--- config.mk ---
export PLATFORM = sky130hd
export DESIGN_NAME = icc_common_cmd
export DESIGN_NICKNAME = d
export VERILOG_FILES = /design/src/include/icc_pkg.sv /design/src/verilog/icc_common_cmd.sv /design/src/verilog/icc_setup_mem.sv
export VERILOG_INCLUDE_DIRS = /design/src /design/src/include
export SDC_FILE = /design/constraint.sdc
export NUM_CORES = 2
export LEC_CHECK = 0
export BUFFER_PORTS_ARGS = -buffer_cell sky130_fd_sc_hd__buf_2
export CAP_MARGIN = 20
export CORE_MARGIN = 2
export CORE_UTILIZATION = 25
export DETAILED_ROUTE_END_ITERATION = 10
export GPL_TIMING_DRIVEN = 0
export PLACE_DENSITY = 0.47
export SLEW_MARGIN = 20
export SYNTH_ARGS = -nofsm -noshare
export SYNTH_HDL_FRONTEND = slang
export SYNTH_SLANG_ARGS = --single-unit
export TNS_END_PERCENT = 100
--- constraint.sdc ---
create_clock -name ref_clk -period 15.7 [get_ports ref_clk]
set_input_delay 4.71 -clock ref_clk [delete_from_list [all_inputs] [get_ports ref_clk]]
set_output_delay 4.71 -clock ref_clk [all_outputs]
set_load 0.01 [all_outputs]
--- src/include/icc_cfg.svh ---
// Offsets, field positions, reset values and timing counts for the common-command block
`ifndef ICC_CFG_SVH
`define ICC_CFG_SVH
`define ICC_SLOTS 99
`define ICC_SLOT_W 7
`define ICC_LVL_W 16
`define ICC_MODE_W 2
`define ICC_STB_OPERATION_SUMMARY_BIT 7
`define ICC_STB_MSS 6
`define ICC_STB_ESB 5
`define ICC_STB_MAV 4
`define ICC_STB_QUESTIONABLE_SUMMARY_BIT 3
`define ICC_STB_ERRQ 2
`define ICC_SRE_RST 8'h00
`define ICC_SRE_WMASK 8'hBF
`define ICC_TST_N 4
`define ICC_OPT_LEN 4
`define ICC_SETTLE_NS 1000
`define ICC_CLK_MHZ 125
`define ICC_SETTLE_CYC ((`ICC_SETTLE_NS * `ICC_CLK_MHZ + 999) / 1000)
`endif

--- src/include/icc_pkg.sv ---
// Types for the common-command block
package icc_pkg;
	typedef enum logic [3:0] {
		ICC_CMD_NONE = 4'h0,
		ICC_CMD_OPT = 4'h1,
		ICC_CMD_RCL = 4'h2,
		ICC_CMD_RST = 4'h3,
		ICC_CMD_SAV = 4'h4,
		ICC_CMD_SRE = 4'h5,
		ICC_CMD_SREQ = 4'h6,
		ICC_CMD_STBQ = 4'h7,
		ICC_CMD_TRG = 4'h8,
		ICC_CMD_TST = 4'h9,
		ICC_CMD_WAI = 4'hA,
		ICC_CMD_GET = 4'hB,
		ICC_CMD_SPOLL = 4'hC
	} icc_cmd_t;
	typedef enum logic [2:0] {
		ICC_ST_IDLE = 3'b000,
		ICC_ST_RD = 3'b001,
		ICC_ST_RCL = 3'b010,
		ICC_ST_TST = 3'b011,
		ICC_ST_OPT = 3'b100,
		ICC_ST_WAIT = 3'b101
	} icc_state_t;
endpackage

--- src/verilog/icc_common_cmd.sv ---
// Common-command interpreter with status byte and service request logic
// Summary of operation
// - Options query returns capability tokens: calibration, remote-on-bus, memory steps, list steps.
// - Recall selects one of 99 slots; controller supplies 1 through 99.
// - First recall loads trigger stage; second recall moves stage to output.
// - Reset turns output off, zeroes voltage and current, selects voltage mode.
// - Reset clears latched overvoltage or overcurrent condition.
// - Every reset returns mode to voltage and range to automatic.
// - Save stores trigger voltage, trigger current and triggered mode to a slot.
// - Service request mask takes 0 to 255; bit 6 not writable.
// - Status bits gated by mask, ORed into status bit 6.
// - Master summary persists on read; request flag cleared by serial poll.
// - Status byte layout: 7 operation_summary_bit, 6 summary, 5 event, 4 message, 3 quest, 2 error.
// - Mask query returns the current mask, 0 to 191 with bit 6 clear.
// - Status query returns byte with master summary, clears nothing.
// - Serial poll returns byte with request flag in bit 6, then clears it.
// - Armed trigger applies trigger levels and clears waiting-for-trigger flag.
// - Continuous initiation rearms after each trigger, sets waiting flag again.
// - Trigger and group execute act only when addressed as listener.
// - Wait-to-continue holds later commands until earlier ones and settling finish.
// - Self-test runs all subtests; returns 0 or a bit per failing subtest.
// - Status bit 5 is OR of enabled standard event bits.
`timescale 1ns/1ps
`include "icc_cfg.svh"
module icc_common_cmd #(
	parameter int LVL_W = `ICC_LVL_W,
	parameter int SETTLE_CYC = `ICC_SETTLE_CYC,
	parameter int TST_N = `ICC_TST_N,
	parameter logic [7:0] MEM_STEPS = 8'h63,
	parameter logic [7:0] LIST_STEPS = 8'hFF
) (
	// Clock and reset
	input wire logic ref_clk,
	input wire logic rst,
	// Command strobe from parser
	input wire logic cmd_valid,
	input wire icc_pkg::icc_cmd_t cmd_code,
	input wire logic [7:0] cmd_arg,
	output logic cmd_ready,
	// Bus addressing state, from pins
	input wire logic listen_addr,
	// Present trigger settings
	input wire logic [LVL_W-1:0] trigger_voltage_level,
	input wire logic [LVL_W-1:0] trigger_current_level,
	input wire logic [`ICC_MODE_W-1:0] triggered_function_mode,
	input wire logic continuous_initiation,
	input wire logic arm_req,
	// Status sources
	input wire logic operation_summary_bit,
	input wire logic message_available_bit,
	input wire logic questionable_summary_bit,
	input wire logic error_queue_nonempty_bit,
	input wire logic [7:0] std_event_status,
	input wire logic [7:0] std_event_enable,
	// Output stage busy and self-test results
	input wire logic output_busy,
	input wire logic [TST_N-1:0] subtest_fail,
	input wire logic fault_set,
	// Query reply
	output logic reply_valid,
	output logic [7:0] reply_data,
	// Output channel
	output logic output_on,
	output logic [LVL_W-1:0] out_voltage,
	output logic [LVL_W-1:0] out_current,
	output logic [`ICC_MODE_W-1:0] out_mode,
	output logic mode_current,
	output logic range_auto,
	output logic fault_latched,
	output logic waiting_for_trigger_flag,
	output logic [7:0] service_request_mask,
	output logic srq_n
);
	localparam int DW = 2 * LVL_W + `ICC_MODE_W;
	localparam int SC_W = $clog2(SETTLE_CYC + 1);

	icc_pkg::icc_state_t state_r;
	logic [DW-1:0] mem_rd;
	logic [DW-1:0] stage_r;
	logic stage_full_r;
	logic mem_wr;
	logic [`ICC_SLOT_W-1:0] slot_idx;
	logic slot_ok;
	logic [SC_W-1:0] settle_r;
	logic [1:0] listen_s_r;
	logic [1:0] busy_s_r;
	logic [TST_N-1:0] tst_s0_r;
	logic [TST_N-1:0] tst_s1_r;
	logic [1:0] opt_idx_r;
	logic rqs_r;
	logic mss_r;
	logic is_poll;
	logic [7:0] stb_raw;
	logic master_summary_bit;
	logic take;
	logic is_trg;
	logic sre_wr;
	logic [7:0] opt_byte;

	// Elaboration checks: refuse settings the logic cannot serve
	if (SETTLE_CYC < 1) begin
		$error("icc_common_cmd: settle count below one");
	end
	if (TST_N < 1 || TST_N > 8) begin
		$error("icc_common_cmd: self-test width must be 1 to 8");
	end
	if (LVL_W < 1) begin
		$error("icc_common_cmd: level width below one");
	end
	if (`ICC_SLOTS > (1 << `ICC_SLOT_W)) begin
		$error("icc_common_cmd: slot count exceeds slot index range");
	end

	// Pins from outside the clock domain pass two flops first
	always_ff @(posedge ref_clk) begin
		listen_s_r <= {listen_s_r[0], listen_addr};
		busy_s_r <= {busy_s_r[0], output_busy};
		tst_s0_r <= subtest_fail;
		tst_s1_r <= tst_s0_r;
	end

	assign take = cmd_valid && cmd_ready;
	assign slot_ok = (cmd_arg >= 8'h01) && (cmd_arg <= 8'(`ICC_SLOTS));
	assign slot_idx = `ICC_SLOT_W'(cmd_arg - 8'h01);
	assign mem_wr = take && cmd_code == icc_pkg::ICC_CMD_SAV && slot_ok;
	assign is_trg = take && (cmd_code == icc_pkg::ICC_CMD_TRG || cmd_code == icc_pkg::ICC_CMD_GET)
		&& listen_s_r[1];
	assign sre_wr = take && cmd_code == icc_pkg::ICC_CMD_SRE;
	assign is_poll = take && cmd_code == icc_pkg::ICC_CMD_SPOLL;

	// Save writes the present trigger settings; recall reads them back
	icc_setup_mem #(
		.DEPTH(`ICC_SLOTS),
		.AW(`ICC_SLOT_W),
		.DW(DW)
	) u_mem (
		.ref_clk(ref_clk),
		.wr_en(mem_wr),
		.wr_addr(slot_idx),
		.wr_data({trigger_voltage_level, trigger_current_level, triggered_function_mode}),
		.rd_addr(slot_idx),
		.rd_data(mem_rd)
	);

	// Status byte assembly; unused bits forced low
	always_comb begin
		stb_raw = 8'h00;
		stb_raw[`ICC_STB_OPERATION_SUMMARY_BIT] = operation_summary_bit;
		stb_raw[`ICC_STB_ESB] = |(std_event_status & std_event_enable);
		stb_raw[`ICC_STB_MAV] = message_available_bit;
		stb_raw[`ICC_STB_QUESTIONABLE_SUMMARY_BIT] = questionable_summary_bit;
		stb_raw[`ICC_STB_ERRQ] = error_queue_nonempty_bit;
	end
	// Summary is combinational so it tracks causes; reading never clears it
	assign master_summary_bit = |(stb_raw & service_request_mask);

	// Options reply: one byte per capability token
	always_comb begin
		unique case (opt_idx_r)
			2'd0: opt_byte = 8'h01;
			2'd1: opt_byte = 8'h01;
			2'd2: opt_byte = MEM_STEPS;
			2'd3: opt_byte = LIST_STEPS;
		endcase
	end

	// Command sequencer; wait-to-continue stalls the strobe
	always_ff @(posedge ref_clk) begin
		if (rst) begin
			state_r <= icc_pkg::ICC_ST_IDLE;
			cmd_ready <= 1'b0;
			opt_idx_r <= 2'd0;
			settle_r <= '0;
		end else begin
			unique case (state_r)
				icc_pkg::ICC_ST_IDLE: begin
					cmd_ready <= 1'b1;
					if (take) begin
						cmd_ready <= 1'b0;
						unique case (cmd_code)
							icc_pkg::ICC_CMD_RCL: state_r <= slot_ok ? icc_pkg::ICC_ST_RCL : icc_pkg::ICC_ST_RD;
							icc_pkg::ICC_CMD_TST: state_r <= icc_pkg::ICC_ST_TST;
							icc_pkg::ICC_CMD_OPT: begin
								state_r <= icc_pkg::ICC_ST_OPT;
								opt_idx_r <= 2'd0;
							end
							icc_pkg::ICC_CMD_WAI: begin
								state_r <= icc_pkg::ICC_ST_WAIT;
								settle_r <= SC_W'(SETTLE_CYC);
							end
							default: state_r <= icc_pkg::ICC_ST_RD;
						endcase
					end
				end
				icc_pkg::ICC_ST_OPT: begin
					opt_idx_r <= opt_idx_r + 2'd1;
					if (opt_idx_r == 2'd3) begin
						state_r <= icc_pkg::ICC_ST_RD;
					end
				end
				icc_pkg::ICC_ST_WAIT: begin
					// Restart settling whenever the output stage reports busy
					if (busy_s_r[1]) begin
						settle_r <= SC_W'(SETTLE_CYC);
					end else if (settle_r != '0) begin
						settle_r <= settle_r - SC_W'(1);
					end else begin
						state_r <= icc_pkg::ICC_ST_RD;
					end
				end
				default: state_r <= icc_pkg::ICC_ST_IDLE;
			endcase
		end
	end

	// Query replies
	always_ff @(posedge ref_clk) begin
		if (rst) begin
			reply_valid <= 1'b0;
			reply_data <= 8'h00;
		end else begin
			reply_valid <= 1'b0;
			if (state_r == icc_pkg::ICC_ST_OPT) begin
				reply_valid <= 1'b1;
				reply_data <= opt_byte;
			end else if (state_r == icc_pkg::ICC_ST_TST) begin
				reply_valid <= 1'b1;
				// All subtests sampled together, so one failure hides none
				reply_data <= 8'(tst_s1_r);
			end else if (take) begin
				unique case (cmd_code)
					icc_pkg::ICC_CMD_SREQ: begin
						reply_valid <= 1'b1;
						reply_data <= service_request_mask;
					end
					icc_pkg::ICC_CMD_STBQ: begin
						reply_valid <= 1'b1;
						reply_data <= stb_raw | {1'b0, master_summary_bit, 6'h00};
					end
					icc_pkg::ICC_CMD_SPOLL: begin
						reply_valid <= 1'b1;
						reply_data <= stb_raw | {1'b0, rqs_r, 6'h00};
					end
					default: reply_valid <= 1'b0;
				endcase
			end
		end
	end

	// Summary history, so a standing reason does not re-raise a polled request
	always_ff @(posedge ref_clk) begin
		if (rst) begin
			mss_r <= 1'b0;
		end else begin
			mss_r <= master_summary_bit;
		end
	end

	// Request flag: raised on a new reason, cleared by serial poll; a new rise wins
	always_ff @(posedge ref_clk) begin
		if (rst) begin
			rqs_r <= 1'b0;
			srq_n <= 1'b1;
		end else begin
			if (master_summary_bit && !mss_r) begin
				rqs_r <= 1'b1;
			end else if (is_poll) begin
				rqs_r <= 1'b0;
			end
			srq_n <= ~rqs_r;
		end
	end

	// Service request mask; bit 6 forced to zero on every write
	always_ff @(posedge ref_clk) begin
		if (rst) begin
			service_request_mask <= `ICC_SRE_RST;
		end else if (sre_wr) begin
			service_request_mask <= cmd_arg & `ICC_SRE_WMASK;
		end
	end

	// Trigger stage: first recall fills it, second moves it to output
	always_ff @(posedge ref_clk) begin
		if (rst) begin
			stage_r <= '0;
			stage_full_r <= 1'b0;
		end else if (state_r == icc_pkg::ICC_ST_RCL && !stage_full_r) begin
			stage_r <= mem_rd;
			stage_full_r <= 1'b1;
		end else if (state_r == icc_pkg::ICC_ST_RCL) begin
			stage_full_r <= 1'b0;
		end else if (take && cmd_code == icc_pkg::ICC_CMD_RST) begin
			stage_full_r <= 1'b0;
		end
	end

	// Output channel, reset command and trigger
	always_ff @(posedge ref_clk) begin
		if (rst || (take && cmd_code == icc_pkg::ICC_CMD_RST)) begin
			output_on <= 1'b0;
			out_voltage <= '0;
			out_current <= '0;
			out_mode <= '0;
			mode_current <= 1'b0;
			range_auto <= 1'b1;
		end else if (state_r == icc_pkg::ICC_ST_RCL && stage_full_r) begin
			{out_voltage, out_current, out_mode} <= stage_r;
		end else if (is_trg && waiting_for_trigger_flag) begin
			out_voltage <= trigger_voltage_level;
			out_current <= trigger_current_level;
			out_mode <= triggered_function_mode;
		end else if (take && cmd_code == icc_pkg::ICC_CMD_NONE && cmd_arg == 8'h01) begin
			// Output-on arrives from the parser as a no-op code with argument one
			output_on <= 1'b1;
		end
	end

	// Fault latch cleared only by reset
	always_ff @(posedge ref_clk) begin
		if (rst) begin
			fault_latched <= 1'b0;
		end else if (fault_set) begin
			fault_latched <= 1'b1;
		end else if (take && cmd_code == icc_pkg::ICC_CMD_RST) begin
			fault_latched <= 1'b0;
		end
	end

	// Arming flag
	always_ff @(posedge ref_clk) begin
		if (rst || (take && cmd_code == icc_pkg::ICC_CMD_RST)) begin
			waiting_for_trigger_flag <= 1'b0;
		end else if (is_trg && waiting_for_trigger_flag) begin
			waiting_for_trigger_flag <= continuous_initiation;
		end else if (arm_req) begin
			waiting_for_trigger_flag <= 1'b1;
		end
	end
endmodule

--- src/verilog/icc_setup_mem.sv ---
// Setup memory for the saved trigger settings, registered read
`timescale 1ns/1ps
module icc_setup_mem #(
	parameter int DEPTH = 99,
	parameter int AW = 7,
	parameter int DW = 34
) (
	// Clock
	input wire logic ref_clk,
	// Write port
	input wire logic wr_en,
	input wire logic [AW-1:0] wr_addr,
	input wire logic [DW-1:0] wr_data,
	// Read port
	input wire logic [AW-1:0] rd_addr,
	output logic [DW-1:0] rd_data
);
	logic [DW-1:0] mem [0:DEPTH-1];

	// Elaboration check: every slot must be addressable
	if (DEPTH > (1 << AW)) begin
		$error("icc_setup_mem: depth exceeds address range");
	end

	always_ff @(posedge ref_clk) begin
		if (wr_en) begin
			mem[wr_addr] <= wr_data;
		end
	end

	always_ff @(posedge ref_clk) begin
		rd_data <= mem[rd_addr];
	end
endmodule
==> results_dict.tcl <==
set metrics [dict create \
    status "finished, violations left" \
    violations "DRC" \
    switching_share_pct 24.0 \
    num-fill-cells 51567 \
    grt_max_degree 84 \
    place_hpwl_um 375000 \
    area_delta_synth_final_pct 22.3 \
    die_h_um 738 \
    placementRows 269 \
    seq_power_share_pct 50.6 \
    grt_usage_pct 18.9 \
    criticalPathCategory "primary input to register" \
    synth_cells 6335 \
    design.die.area_um2 544000 \
    power.switching_mw 4.89 \
    min_period_ns 13.13 \
    synth_edf_count 3366 \
    pre_cts_ws_ns 2.10 \
    synth_area_um2 135000 \
    p_per_area_nw_per_um2 124 \
    hold_buffers 0 \
    comb_power_share_pct 7.6 \
    slew_viol_final 0 \
    wl_per_cell_um 36.1 \
    ys_seq_area_share_pct 77.3 \
    first_pass_iters 9 \
    cts_resized 0 \
    initial_utilization_pct 25.1 \
    grt_pass1_vias 72398 \
    ctsRootBufferMaster "clkbuf_16" \
    synth_cell_types 81 \
    hold_path.class "register to register" \
    htree_levels 5 \
    fin_nets 7263 \
    hold_depth 0 \
    period_share_pct 83.6 \
    start_kind "primary input" \
    overflow 0 \
    layout_commonest_cell "edfxtp_1" \
    antenna_left 0 \
    power_frac_clock_pct 41.8 \
    drcViolationCount 4 \
    dieWidth_um 738 \
    vdd_ir_drop_max_v 0.0000917 \
    cts_setup_buffers 0 \
    antenna_found_initial 53 \
    reg2regPathDepth 8 \
    power_mw 20.4 \
    setup_slack_ns 2.57 \
    cts_buffers 364 \
    clkLatencyLatePin_ns 0.99 \
    clock_sinks 3516 \
    route.vias.total 74795 \
    wirelength_um 530000 \
    ys_ff_latch 3516 \
    rsz0062_at_grt "no" \
    io_buffers 126 \
    crit_fanout 10 \
    final_cell_mix "edfxtp_1 (3366), mux4_2 (809), nand2_1 (391)" \
    end_kind "register" \
    power.internal_mw 15.5 \
    final_layout_size_suffix_gt1_share_pct 29.0 \
    first_iter_violations 12451 \
    crit_required_ns 16.26 \
    gp_congestion 0.866 \
    postSynthAreaPerCell_um2 21.2 \
    cp_data_arrival_time_ns 13.68 \
    grt_pass1_wl_um 689000 \
    ctsLongestPathBuffers 4 \
    yosys_warnings 0 \
    drv_cap 0 \
    coreArea_um2 536000 \
    slew-limit-headroom_pct 12.6 \
    clk_pin_slew_ns 0.06 \
    fin_skew_ns 0.0599 \
    utilization_pct 30.7 \
    ioPinCount 136 \
    synth-async-reset-ratio_pct 0 \
    synthFlopType "edfxtp_1" \
    fmax_ghz 0.0762 \
    cts_tree "done" \
    via_per_inst 5.10 \
    leakage_nw 51.7 \
    finalSetupViolCount 0 \
    hold_viol_final 0 \
    worst_slew_pin_slew_ns 1.31 \
]
power groups by stage:
stage | combinational [mW] | clock [mW] | sequential, mW
6_report | 1.56 | 8.52 | 10.3
4_1_cts | 1.54 | 8.61 | 10.3
5_1_grt | 1.58 | 8.95 | 10.3
3_5_place_dp | 1.54 | 0 | 10.5
3_3_place_gp | 1.48 | 0 | 10.5
2_1_floorplan | 0.700 | 0 | 10.5
critical path, cell delays in order:
cell and delay, ns:
buf_2 0.23, buf_6 0.18, buf_6 0.21, buf_8 0.20, buf_6 0.25, buf_6 0.30, buf_6 0.26, inv_2 0.18
buf_4 0.32, buf_2 0.45, ha_1 0.47, buf_2 0.29, buf_4 0.28, buf_2 0.49, clkbuf_1 1.01, clkbuf_1 0.85
mux4_2 0.42, mux2i_1 0.50, o22ai_1 0.20, o21ai_0 0.94, nand4_1 0.77
cell families after synthesis:
group	synth area share, %
AND/OR/NAND/NOR	2.28
other	0.00558
multiplexers	16.3
adder cells (fa/ha/maj)	0.0558
buffers and inverters	1.49
flip-flops	77.3
AO/OA/AOI/OAI	2.46
XOR/XNOR	0.0530
per-stage QoR:
| step | std cells | hold slack [ns] | instance area [um2] | TNS [ns] |
|---|---|---|---|---|
| 3_5_place_dp | 13992 | 0.316 | 153000 | 0 |
| 6_report | 14680 | 0.328 | 165000 | 0 |
| 5_1_grt | 14665 | 0.342 | 165000 | 0 |
| 4_1_cts | 14649 | 0.331 | 164000 | 0 |
| 2_1_floorplan | 6336 | 0.310 | 135000 | 0 |
| 3_3_place_gp | 13643 | 0.311 | 144000 | -8113.70 |
registers in the layout (all words and copies together), names as in the netlist, 3 cells and up:
signal / count
out_voltage: 16
u_mem.rd_data: 34
settle_r: 7
tst_s1_r: 4
u_mem.mem: 3366
state_r: 3
stage_r: 34
out_current: 16
service_request_mask: 7
reply_data: 8
tst_s0_r: 4
layer usage:
layer / share of wire (%) / global-route usage (%) / vias up
li1: - / - / 28162
met1: 39 / 25.1 / 40822
met2: 46 / 29.9 / 4731
met3: 9.5 / 3.89 / 1070
met4: 5.3 / 8.22 / 10
met5: 0.075 / 0 / -
path summary, 6_finish.rpt:
kind	from	end	slack [ns]
worst max register to register	cmd_ready	u_mem.mem[80][11]	11.77
worst min register to register	tst_s0_r[1]	tst_s1_r[1]	0.33
worst max-delay path	cmd_arg[0]	u_mem.rd_data[11]	2.57
worst min-delay path	tst_s0_r[1]	tst_s1_r[1]	0.33
synthesized netlist by cell type, types with 30 or more instances:
library cell	n	share of area, %
o22ai_1	143	0.66
dfxtp_1	150	2.2
a21oi_1	151	0.56
clkbuf_1	131	0.37
nand2_1	391	1.1
buf_6	30	0.25
mux4_2	809	14
edfxtp_1	3366	75
a211oi_1	49	0.27
buf_2	122	0.45
nor2_1	199	0.55
buf_4	51	0.28
mux2i_1	368	2.7
o21ai_0	57	0.21
final cells by class:
cell class	instances	area, um2	area share, %
Antenna cell	29	72.6	0.0441
Buffer	364	2010	1.22
Clock buffer	448	9620	5.84
Clock inverter	209	1820	1.11
Inverter	13	48.8	0.0296
Multi-Input combinational cell	2443	29300	17.8
Sequential cell	3516	104000	63.2
Tap cell	7181	8980	5.46
Timing Repair Buffer	477	8650	5.25
Power figures use the tool's default switching activity.
